**src/design/dctg_pkg.sv**
```systemverilog
// Package: command codes and DRAM command timing in memory clock cycles
package dctg_pkg;

  // ==========================================================
  // Commands presented by the user side
  typedef enum logic [2:0] {
    DCTG_NOP, DCTG_MRS, DCTG_ACT, DCTG_RD, DCTG_WR, DCTG_PRE, DCTG_REF,
    DCTG_SRX
  } dctg_cmd_t;

  // ==========================================================
  // Clock period columns, tenths of ns
  localparam int TCK_FAST_TENTHS = 60;
  localparam int TCK_SLOW_TENTHS = 75;

  // ==========================================================
  // Cycle counts, fast column then slow column
  localparam int MODE_SET_GAP_CYC          = 2;
  localparam int ACT_TO_PRE_MIN_FAST       = 7;
  localparam int ACT_TO_PRE_MIN_SLOW       = 6;
  localparam int ACT_TO_PRE_MAX_FAST       = 20000;
  localparam int ACT_TO_PRE_MAX_SLOW       = 16000;
  localparam int ACT_TO_ACT_SAME_FAST      = 10;
  localparam int ACT_TO_ACT_SAME_SLOW      = 9;
  localparam int REFRESH_CYCLE_GAP_FAST    = 12;
  localparam int REFRESH_CYCLE_GAP_SLOW    = 10;
  localparam int ACT_TO_RW_DELAY_CYC       = 3;
  localparam int ACT_TO_RDAP_CYC           = 3;
  localparam int PRE_PERIOD_CYC            = 3;
  localparam int ACT_TO_ACT_OTHER_BANK_CYC = 2;
  localparam int WRITE_TO_READ_GAP_CYC     = 1;
  localparam int SELFREF_EXIT_NONREAD_FAST = 13;
  localparam int SELFREF_EXIT_NONREAD_SLOW = 10;
  localparam int SELFREF_EXIT_READ_GAP_CYC = 200;
  localparam int MAX_POSTED_REFRESH        = 8;

  // Write recovery and precharge times in tenths of ns
  localparam int WRITE_RECOVERY_TENTHS     = 150;
  localparam int PRE_PERIOD_FAST_TENTHS    = 180;
  localparam int PRE_PERIOD_SLOW_TENTHS    = 200;

  // Average refresh interval in ns
  localparam int AVG_REFRESH_INTERVAL_NS   = 7800;

  // Ceiling division: each term rounded up before summing
  function automatic int dctg_ceil_div(input int num, input int den);
    return (num + den - 1) / den;
  endfunction

endpackage

```
**src/design/dctg_down_counter.sv**
```systemverilog
// Loadable down counter used for every command spacing timer
module dctg_down_counter
  import dctg_pkg::*;
#(
  parameter int W = 15
) (
  input  wire logic         core_clk,
  input  wire logic         srst,
  input  wire logic         load,
  input  wire logic [W-1:0] load_val,
  input  wire logic         step,
  output logic              done,
  output logic [W-1:0]      count
);

  logic [W-1:0] cnt_q;

  // ==========================================================
  // Count
  always_ff @(posedge core_clk) begin
    if (srst) begin
      cnt_q <= '0;
    end else if (load) begin
      cnt_q <= load_val;
    end else if (step && cnt_q != '0) begin
      cnt_q <= cnt_q - W'(1);
    end
  end

  assign done  = (cnt_q == '0);
  assign count = cnt_q;

endmodule

```
**src/design/dctg_guard.sv**
```systemverilog
// Controller-side command timing guard for a four-bank DDR DRAM
// ==========================================================
// Summary of operation
// - Hold two cycles after mode register set before any command.
// - Activate-to-precharge at least 7/6 cycles, at most 20000/16000.
// - Same-bank activate or refresh spacing at least 10/9 cycles.
// - After refresh wait 12/10 cycles before activate or refresh.
// - Read/write 3 cycles after activate; activate 3 after precharge.
// - Read with auto-precharge at least 7/6 cycles after activate (activate-to-precharge minimum).
// - Activates to different banks at least 2 cycles apart.
// - Write auto-precharge recovery 6/5 cycles; plain write recovery 3/2.
// - Auto-precharge recovery rounds each time quotient up before summing.
// - At least one cycle from write to a following read.
// - After self-refresh exit, non-read commands wait 13/10 cycles.
// - No more than eight refreshes may be owed at once.
// - Strobe postamble maxima are not errors; never flagged.
// - Strobe driven low from high impedance as write preamble.
// - Preamble lasts at least a quarter clock before first edge.
// - After self-refresh exit, reads wait 200 cycles.
// - Refreshes average no more than 7.8 microseconds apart.
module dctg_guard
  import dctg_pkg::*;
#(
  parameter bit FAST_CLK     = 1'b1,
  parameter int BANKS        = 4,
  parameter int CORE_CLK_MHZ = 50,
  parameter int RAS_MAX_FAST = ACT_TO_PRE_MAX_FAST,
  parameter int RAS_MAX_SLOW = ACT_TO_PRE_MAX_SLOW,
  parameter int REFI_CORE    = AVG_REFRESH_INTERVAL_NS * CORE_CLK_MHZ / 1000
) (
  input  wire logic              core_clk,
  input  wire logic              srst,
  input  wire logic              mem_clk,
  input  wire logic              cmd_valid,
  input  wire dctg_cmd_t         cmd,
  input  wire logic [1:0]        cmd_bank,
  input  wire logic              cmd_autopre,
  output logic                   cmd_ready,
  output dctg_cmd_t              mem_cmd,
  output logic [1:0]             mem_bank,
  output logic                   mem_autopre,
  output logic                   dqs_out,
  output logic                   dqs_oe_n,
  output logic                   ras_overdue,
  output logic                   refresh_due,
  output logic [3:0]             refresh_owed
);

  // ==========================================================
  // Column selection
  localparam int RAS_MIN = FAST_CLK ? ACT_TO_PRE_MIN_FAST : ACT_TO_PRE_MIN_SLOW;
  localparam int RAS_MAX = FAST_CLK ? RAS_MAX_FAST : RAS_MAX_SLOW;
  localparam int RC  = FAST_CLK ? ACT_TO_ACT_SAME_FAST : ACT_TO_ACT_SAME_SLOW;
  localparam int RFC = FAST_CLK ? REFRESH_CYCLE_GAP_FAST : REFRESH_CYCLE_GAP_SLOW;
  localparam int XSNR = FAST_CLK ? SELFREF_EXIT_NONREAD_FAST
                                 : SELFREF_EXIT_NONREAD_SLOW;
  localparam int TCK  = FAST_CLK ? TCK_FAST_TENTHS : TCK_SLOW_TENTHS;
  localparam int RP_T = FAST_CLK ? PRE_PERIOD_FAST_TENTHS : PRE_PERIOD_SLOW_TENTHS;
  localparam int WR_CYC = dctg_ceil_div(WRITE_RECOVERY_TENTHS, TCK);
  localparam int DAL_CYC = WR_CYC + dctg_ceil_div(RP_T, TCK);
  localparam int CW = 15;

  // ==========================================================
  // Memory clock edge detect
  logic mclk_s1_q, mclk_s2_q, mclk_s3_q, mclk_rise;
  always_ff @(posedge core_clk) begin
    if (srst) begin
      mclk_s1_q <= 1'b0;
      mclk_s2_q <= 1'b0;
      mclk_s3_q <= 1'b0;
    end else begin
      mclk_s1_q <= mem_clk;
      mclk_s2_q <= mclk_s1_q;
      mclk_s3_q <= mclk_s2_q;
    end
  end
  assign mclk_rise = mclk_s2_q & ~mclk_s3_q;

  // ==========================================================
  // Counters: per bank and global
  logic [BANKS-1:0]          act_ld, pre_ld, wr_ld, rw_ld, ras_ld;
  logic [BANKS-1:0]          rc_ok, rcd_ok, rp_ok, wr_ok, ras_ok;
  logic [BANKS-1:0]          open_q, wr_ap_q;
  logic [BANKS-1:0][CW-1:0]  rp_val, ras_cnt;
  logic                      issue;
  logic                      glob_ld, rrd_ok, mrd_ok, rfc_ok, xsnr_ok, xsrd_ok;
  logic                      wtr_ok;

  assign issue = cmd_valid & cmd_ready & mclk_rise;

  for (genvar b = 0; b < BANKS; b++) begin : g_bank
    logic hit;
    assign hit = issue && (cmd_bank == 2'(b));
    assign act_ld[b] = hit && (cmd == DCTG_ACT);
    assign pre_ld[b] = (hit && (cmd == DCTG_PRE)) ||
                       (hit && (cmd == DCTG_RD) && cmd_autopre);
    assign wr_ld[b]  = hit && (cmd == DCTG_WR);
    // After write with auto-precharge, recovery plus precharge gates activate
    assign rp_val[b] = wr_ap_q[b] ? CW'(DAL_CYC) : CW'(PRE_PERIOD_CYC);
    dctg_down_counter #(.W(CW)) u_rc (
      .core_clk (core_clk), .srst (srst),
      .load     (act_ld[b] | (issue && cmd == DCTG_REF)),
      .load_val ((issue && cmd == DCTG_REF) ? CW'(RFC) : CW'(RC)),
      .step     (mclk_rise),
      .done     (rc_ok[b]), .count ());
    dctg_down_counter #(.W(CW)) u_rcd (
      .core_clk (core_clk), .srst (srst), .load (act_ld[b]),
      .load_val (CW'(ACT_TO_RW_DELAY_CYC)),
      .step     (mclk_rise),
      .done     (rcd_ok[b]), .count ());
    dctg_down_counter #(.W(CW)) u_rp (
      .core_clk (core_clk), .srst (srst),
      .load     (pre_ld[b] | (wr_ld[b] & cmd_autopre)),
      .load_val ((wr_ld[b] & cmd_autopre) ? CW'(DAL_CYC) : rp_val[b]),
      .step     (mclk_rise),
      .done     (rp_ok[b]), .count ());
    dctg_down_counter #(.W(CW)) u_wr (
      .core_clk (core_clk), .srst (srst), .load (wr_ld[b]),
      .load_val (CW'(WR_CYC)),
      .step     (mclk_rise),
      .done     (wr_ok[b]), .count ());
    dctg_down_counter #(.W(CW)) u_ras (
      .core_clk (core_clk), .srst (srst), .load (act_ld[b]),
      .load_val (CW'(RAS_MIN)),
      .step     (mclk_rise),
      .done     (ras_ok[b]), .count ());
    dctg_down_counter #(.W(CW)) u_open (
      .core_clk (core_clk), .srst (srst), .load (act_ld[b]),
      .load_val (CW'(RAS_MAX)),
      .step     (mclk_rise),
      .done     (), .count (ras_cnt[b]));

    always_ff @(posedge core_clk) begin
      if (srst) begin
        open_q[b]  <= 1'b0;
        wr_ap_q[b] <= 1'b0;
      end else begin
        if (act_ld[b]) begin
          open_q[b] <= 1'b1;
        end else if (pre_ld[b] || (wr_ld[b] && cmd_autopre)) begin
          open_q[b] <= 1'b0;
        end
        if (wr_ld[b]) begin
          wr_ap_q[b] <= cmd_autopre;
        end
      end
    end
  end

  assign glob_ld = issue && (cmd == DCTG_ACT);
  dctg_down_counter #(.W(CW)) u_rrd (
    .core_clk (core_clk), .srst (srst), .load (glob_ld),
    .load_val (CW'(ACT_TO_ACT_OTHER_BANK_CYC)),
    .step     (mclk_rise),
    .done     (rrd_ok), .count ());
  dctg_down_counter #(.W(CW)) u_mrd (
    .core_clk (core_clk), .srst (srst), .load (issue && cmd == DCTG_MRS),
    .load_val (CW'(MODE_SET_GAP_CYC)),
    .step     (mclk_rise),
    .done     (mrd_ok), .count ());
  dctg_down_counter #(.W(CW)) u_rfc (
    .core_clk (core_clk), .srst (srst), .load (issue && cmd == DCTG_REF),
    .load_val (CW'(RFC)),
    .step     (mclk_rise),
    .done     (rfc_ok), .count ());
  dctg_down_counter #(.W(CW)) u_wtr (
    .core_clk (core_clk), .srst (srst), .load (issue && cmd == DCTG_WR),
    .load_val (CW'(WRITE_TO_READ_GAP_CYC + 1)),
    .step     (mclk_rise),
    .done     (wtr_ok), .count ());
  dctg_down_counter #(.W(CW)) u_xsnr (
    .core_clk (core_clk), .srst (srst), .load (issue && cmd == DCTG_SRX),
    .load_val (CW'(XSNR)),
    .step     (mclk_rise),
    .done     (xsnr_ok), .count ());
  dctg_down_counter #(.W(CW)) u_xsrd (
    .core_clk (core_clk), .srst (srst), .load (issue && cmd == DCTG_SRX),
    .load_val (CW'(SELFREF_EXIT_READ_GAP_CYC)),
    .step     (mclk_rise),
    .done     (xsrd_ok), .count ());

  // Counters step once per memory clock rise, so every gap is counted
  // in memory clocks; the load edge adds one clock of margin.

  // ==========================================================
  // Command acceptance
  logic bank_ok;
  always_comb begin
    bank_ok = 1'b1;
    unique case (cmd)
      DCTG_NOP: bank_ok = 1'b1;
      DCTG_MRS: bank_ok = ~|open_q;
      DCTG_ACT: bank_ok = rc_ok[cmd_bank] & rp_ok[cmd_bank] & rrd_ok &
                          rfc_ok & ~open_q[cmd_bank];
      DCTG_RD:  bank_ok = rcd_ok[cmd_bank] & open_q[cmd_bank] & wtr_ok &
                          (~cmd_autopre | ras_ok[cmd_bank]) & xsrd_ok;
      DCTG_WR:  bank_ok = rcd_ok[cmd_bank] & open_q[cmd_bank];
      DCTG_PRE: bank_ok = ras_ok[cmd_bank] & wr_ok[cmd_bank];
      DCTG_REF: bank_ok = rfc_ok & ~|open_q & (&rc_ok);
      DCTG_SRX: bank_ok = 1'b1;
    endcase
  end
  assign cmd_ready = mrd_ok & bank_ok &
                     ((cmd == DCTG_RD) | (cmd == DCTG_NOP) | xsnr_ok);

  // ==========================================================
  // Command outputs, held one memory clock
  always_ff @(posedge core_clk) begin
    if (srst) begin
      mem_cmd     <= DCTG_NOP;
      mem_bank    <= 2'h0;
      mem_autopre <= 1'b0;
    end else if (mclk_rise) begin
      mem_cmd     <= issue ? cmd : DCTG_NOP;
      mem_bank    <= cmd_bank;
      mem_autopre <= cmd_autopre;
    end
  end

  // ==========================================================
  // Write strobe preamble: drive low a full clock ahead of data
  always_ff @(posedge core_clk) begin
    if (srst) begin
      dqs_oe_n <= 1'b1;
      dqs_out  <= 1'b0;
    end else if (mclk_rise) begin
      dqs_oe_n <= ~(issue && cmd == DCTG_WR);
      dqs_out  <= 1'b0;
    end
  end

  // ==========================================================
  // Open-row overstay and refresh debt; postamble maxima unchecked
  logic [BANKS-1:0] over;
  for (genvar b = 0; b < BANKS; b++) begin : g_over
    assign over[b] = open_q[b] && (ras_cnt[b] == '0);
  end
  assign ras_overdue = |over;

  logic [CW-1:0] refi_q;
  logic [3:0]    owed_q;
  logic          refi_tick, ref_done;
  assign refi_tick = (refi_q == '0);
  assign ref_done  = issue && (cmd == DCTG_REF);
  always_ff @(posedge core_clk) begin
    if (srst) begin
      refi_q <= '0;
      owed_q <= 4'h0;
    end else begin
      refi_q <= refi_tick ? CW'(REFI_CORE - 1) : refi_q - CW'(1);
      if (refi_tick && !ref_done && owed_q != 4'(MAX_POSTED_REFRESH)) begin
        owed_q <= owed_q + 4'h1;
      end else if (!refi_tick && ref_done && owed_q != 4'h0) begin
        owed_q <= owed_q - 4'h1;
      end
    end
  end
  assign refresh_owed = owed_q;
  assign refresh_due  = (owed_q != 4'h0);

endmodule

```
**config.mk**
```make
export PLATFORM = sky130hd
export DESIGN_NAME = dctg_guard
export DESIGN_NICKNAME = d
export VERILOG_FILES = /design/src/design/dctg_pkg.sv /design/src/design/dctg_down_counter.sv /design/src/design/dctg_guard.sv
export SDC_FILE = /design/constraint.sdc
export NUM_CORES = 1
export LEC_CHECK = 0
export BUFFER_PORTS_ARGS = -buffer_cell sky130_fd_sc_hd__buf_2
export CORE_MARGIN = 2
export CORE_UTILIZATION = 30
export CTS_CLUSTER_SIZE = 14
export DETAILED_ROUTE_END_ITERATION = 16
export GPL_TIMING_DRIVEN = 0
export SYNTH_ARGS = -nofsm -noshare
export SYNTH_HDL_FRONTEND = slang
export SYNTH_HIERARCHICAL = 1
export SYNTH_SLANG_ARGS = --single-unit
```
**constraint.sdc**
```tcl
create_clock -name core_clk -period 9.26 [get_ports core_clk]
set_clock_uncertainty 0.1 [all_clocks]
set_input_delay 1.852 -clock core_clk [delete_from_list [all_inputs] [get_ports core_clk]]
set_output_delay 1.852 -clock core_clk [all_outputs]
set_load 0.005 [all_outputs]
```
==> flow_metrics.py <==
metrics = {
    "run_status": {
        "result_of_the_run": "finished, final reports clean",
    },
    "pwr": {
        "power_leakage_nw": 11.32,
        "p_sw_share_pct": 43.04,
        "vdd_ir_drop_max_mv": 0.2026,
        "power.clock.fraction_pct": 22.0,
        "netSwitchingPower_w": 0.004638,
        "power_w": 0.01078,
        "p_per_area_nw_per_um2": 320.3,
        "pwr-share-seq_pct": 27.4,
        "cell_internal_pwr_w": 0.006137,
        "portion_of_total_power_attributed_to_combinational_logic_pct": 50.6,
    },
    "cts": {
        "cts_tree": "yes",
        "cts-resized-gates": 0,
        "root_buffer": "sky130_fd_sc_hd__clkbuf_16",
        "clk_transition_reported_paths_ns": 0.06,
        "cts-root-to-sink-buffers": 3,
        "latest_clock_arrival_within_the_worst_skew_pair_ns": 0.62,
        "post_cts.repair.setup_buffers": 0,
        "cts_htree_levels": 2,
        "numCtsBuffers": 56,
        "sinks_on_the_clock_net": 487,
        "ctsHoldBuffers": 0,
    },
    "place": {
        "gp_congestion": 0.8269,
        "numPortBuffers": 20,
        "detailed_place_hpwl_um": 48550,
        "placed_cells": 5186,
        "setup_slack_after_placement_ns": 3.293,
    },
    "drt": {
        "first_iter_violations": 1168,
        "postRouteAntennaNets": 0,
        "wl_per_cell_um": 13.18,
        "drc": 0,
        "detail_route.vias_per_cell": 4.833,
        "routed_wl_um": 69740,
        "dr_total_vias": 25580,
        "drt_pass1_iterations": 5,
    },
    "critical_path": {
        "cpLargestDelayFamily": "simple AND/OR/NAND/NOR gates",
        "startpoint_type": "input pin",
        "worstSetupPathType": "in -> out",
        "critical_path.cell_chain": "buf_2 > buf_2 > mux4_1 > and4b_4 > or3_1 > and2_1 > buf_2",
        "timing.critical_path.to_type": "output pin",
        "worst-endpoint-required_ns": 7.31,
        "worst_path_largest_cell_delay_ns": 0.39,
        "cp.buffers_inverters": 3,
        "path_common_cell": "sky130_fd_sc_hd__buf_2",
        "startpoint": "cmd_bank[0]",
        "critPathArrivalTime_ns": 3.62,
        "cp_slowest_cell": "sky130_fd_sc_hd__or3_1",
        "worstPathMaxFanout": 10,
        "crit-reg2reg-launch": "g_bank[0].u_rcd/count[10]",
    },
    "sta": {
        "timing.fmax_ghz": 0.1793,
        "setup-violations-final": 0,
        "slew_violations": 0,
        "fin_ws_ns": 3.683,
        "transition_time_at_the_pin_with_the_least_slew_margin_ns": 1.355,
        "timing.slew.headroom_pct": 8.856,
        "layout_worst_path_cycle_share_pct": 60.22,
        "fin_tns_setup_ns": 0,
        "timing.final.hold_violations": 0,
        "rsz0062_at_grt": "no",
        "clock_period_minus_final_worst_setup_slack_ns": 5.577,
    },
    "floorplan": {
        "core_area_um2": 93330,
        "die-area_um2": 96570,
        "start_util_pct": 30.25,
        "rows": 112,
        "die_h_um": 310.8,
        "top_level_ports": 25,
        "die_width_um": 310.8,
    },
    "yosys": {
        "yosys.area.top_type": "sky130_fd_sc_hd__dfxtp_1",
        "synth_top_flop_cell": "sky130_fd_sc_hd__dfxtp_1",
        "yosysWarnings": 6,
        "synthesized_area_fraction_occupied_by_ao_oa_aoi_and_oai_cells_pct": 19.36,
        "synth.ff_latch_count": 487,
        "synth.area.mux_share_pct": 1.773,
        "netlist_top_cells_count": "sky130_fd_sc_hd__dfxtp_1, sky130_fd_sc_hd__nor2_1, sky130_fd_sc_hd__a211oi_1, sky130_fd_sc_hd__xnor2_1, sky130_fd_sc_hd__nor4_1",
        "yosys.area_share.simple_pct": 30.27,
        "synth_most_common_cell": "sky130_fd_sc_hd__dfxtp_1",
        "synth.lib_cells_used.distinct": 70,
        "synth_xor_xnor_area_share_pct": 8.781,
        "synth_edf_count": 0,
        "synth_top_cells_by_area": "sky130_fd_sc_hd__dfxtp_1, sky130_fd_sc_hd__xnor2_1, sky130_fd_sc_hd__a211oi_1",
        "syn_area_per_cell_um2": 8.126,
        "combinational_family_with_the_most_area_after_synthesis": "simple AND/OR/NAND/NOR gates",
        "synth_fa_ha_area_share_pct": 1.534,
        "synth.cell_area_um2": 28230,
        "synth_sequential_area_ratio_pct": 34.54,
        "yosysTopAreaCellShare_pct": 34.54,
        "async_flop_share_pct": 0,
        "synthesis.instances": 3474,
    },
    "final_layout": {
        "drive_above_1_share_pct": 6.140,
        "layout.cells.non_filler": 5293,
        "syn2layout_area_growth_pct": 19.16,
        "design.final.nets": 4035,
        "antenna_cells_inserted": 0,
    },
    "hold_path": {
        "min-delay-start": "mclk_s1_q",
        "hold_removal_path_class": "reg -> reg",
    },
    "grt": {
        "global_route.overflow_total": 0,
        "grt_util_all_layers_pct": 14.24,
        "grt_pass1_wl_um": 119500,
        "grt_max_degree": 114,
        "initial_antenna_violation_count": 3,
        "grt_pass1_vias": 24180,
    },
    "job": {
        "drv_cap": 0,
    },
}
-- final timing paths --
kind,to,slack (ns),depth (start not counted)
hold reg to reg,mclk_s2_q,0.35,1
hold / removal,mclk_s2_q,0.35,1
setup / recovery,cmd_ready,3.68,7
setup reg to reg,g_bank[1].u_wr/count[4],3.95,15
-- metrics by stage --
stage	cell area, um^2	utilization [%]	hold slack [ns]
6_report	33640	36.04	0.3514
5_1_grt	33640	36.04	0.3711
4_1_cts	33630	36.04	0.3585
3_5_place_dp	31630	33.89	0.3431
3_3_place_gp	31520	33.78	0.3349
2_1_floorplan	29850	-	0.3138
-- power groups by stage --
stage / clock network (W) / logic, W / registers [W]
detailed placement: 0 / 0.00539 / 0.00299
floorplan: 0 / 0.00424 / 0.00289
finish: 0.00237 / 0.00545 / 0.00295
global placement: 0 / 0.00535 / 0.00299
global route: 0.00253 / 0.00610 / 0.00302
CTS: 0.00245 / 0.00544 / 0.00295
-- registers in the layout, summed over array words and instances (netlist names), 60 cells and up --
register and flops:
g_bank.u_open/count 60, g_bank.u_ras/count 60, g_bank.u_rc/count 60, g_bank.u_rcd/count 60, g_bank.u_rp/count 60, g_bank.u_wr/count 60
-- cells by family after synthesis --
kind of cell | after synthesis
AOI/OAI and AO/OA | 773
buffers and inverters | 271
and+or+nand+nor | 1580
adders and majority gates | 34
DFF | 487
muxes | 44
other | 2
xor gates and xnor gates | 283
-- cell type report --
type,count,area [um^2]
clock inverters,29,336.6
repair buffers,26,207.7
inverters,131,491.7
well taps,1254,1569
plain buffers,140,558.0
flip-flops and latches,487,9749
clock buffers,77,1663
multi-input cells,3149,19060
fillers,9814,59690
-- per-layer routing --
layer	track usage, %	vias up	part of all wire, %
met5	0	-	0.034
met4	3.766	4	2.1
met3	2.373	92	4.1
met2	23.13	278	44
met1	19.49	11650	50
li1	-	13560	-
-- placed cells by master (no fill, tap or decap), types with 31 or more instances in the layout --
master and n:
sky130_fd_sc_hd__or4_1 33, sky130_fd_sc_hd__xnor2_1 277, sky130_fd_sc_hd__dfxtp_1 487, sky130_fd_sc_hd__clkbuf_1 135
sky130_fd_sc_hd__nand2b_1 37, sky130_fd_sc_hd__clkbuf_16 58, sky130_fd_sc_hd__nor4_1 258, sky130_fd_sc_hd__inv_1 129
sky130_fd_sc_hd__or3_1 64, sky130_fd_sc_hd__mux2i_1 38, sky130_fd_sc_hd__ha_1 33, sky130_fd_sc_hd__or4_4 31
sky130_fd_sc_hd__a21oi_1 197, sky130_fd_sc_hd__and2_1 34, sky130_fd_sc_hd__nor2_1 475, sky130_fd_sc_hd__o31ai_1 65
sky130_fd_sc_hd__nor2b_1 41, sky130_fd_sc_hd__a211oi_1 302, sky130_fd_sc_hd__conb_1 435, sky130_fd_sc_hd__nand2_1 201
sky130_fd_sc_hd__nor3_1 158, sky130_fd_sc_hd__nand3_1 98, sky130_fd_sc_hd__nand3b_1 61
Power figures use the tool's default switching activity.
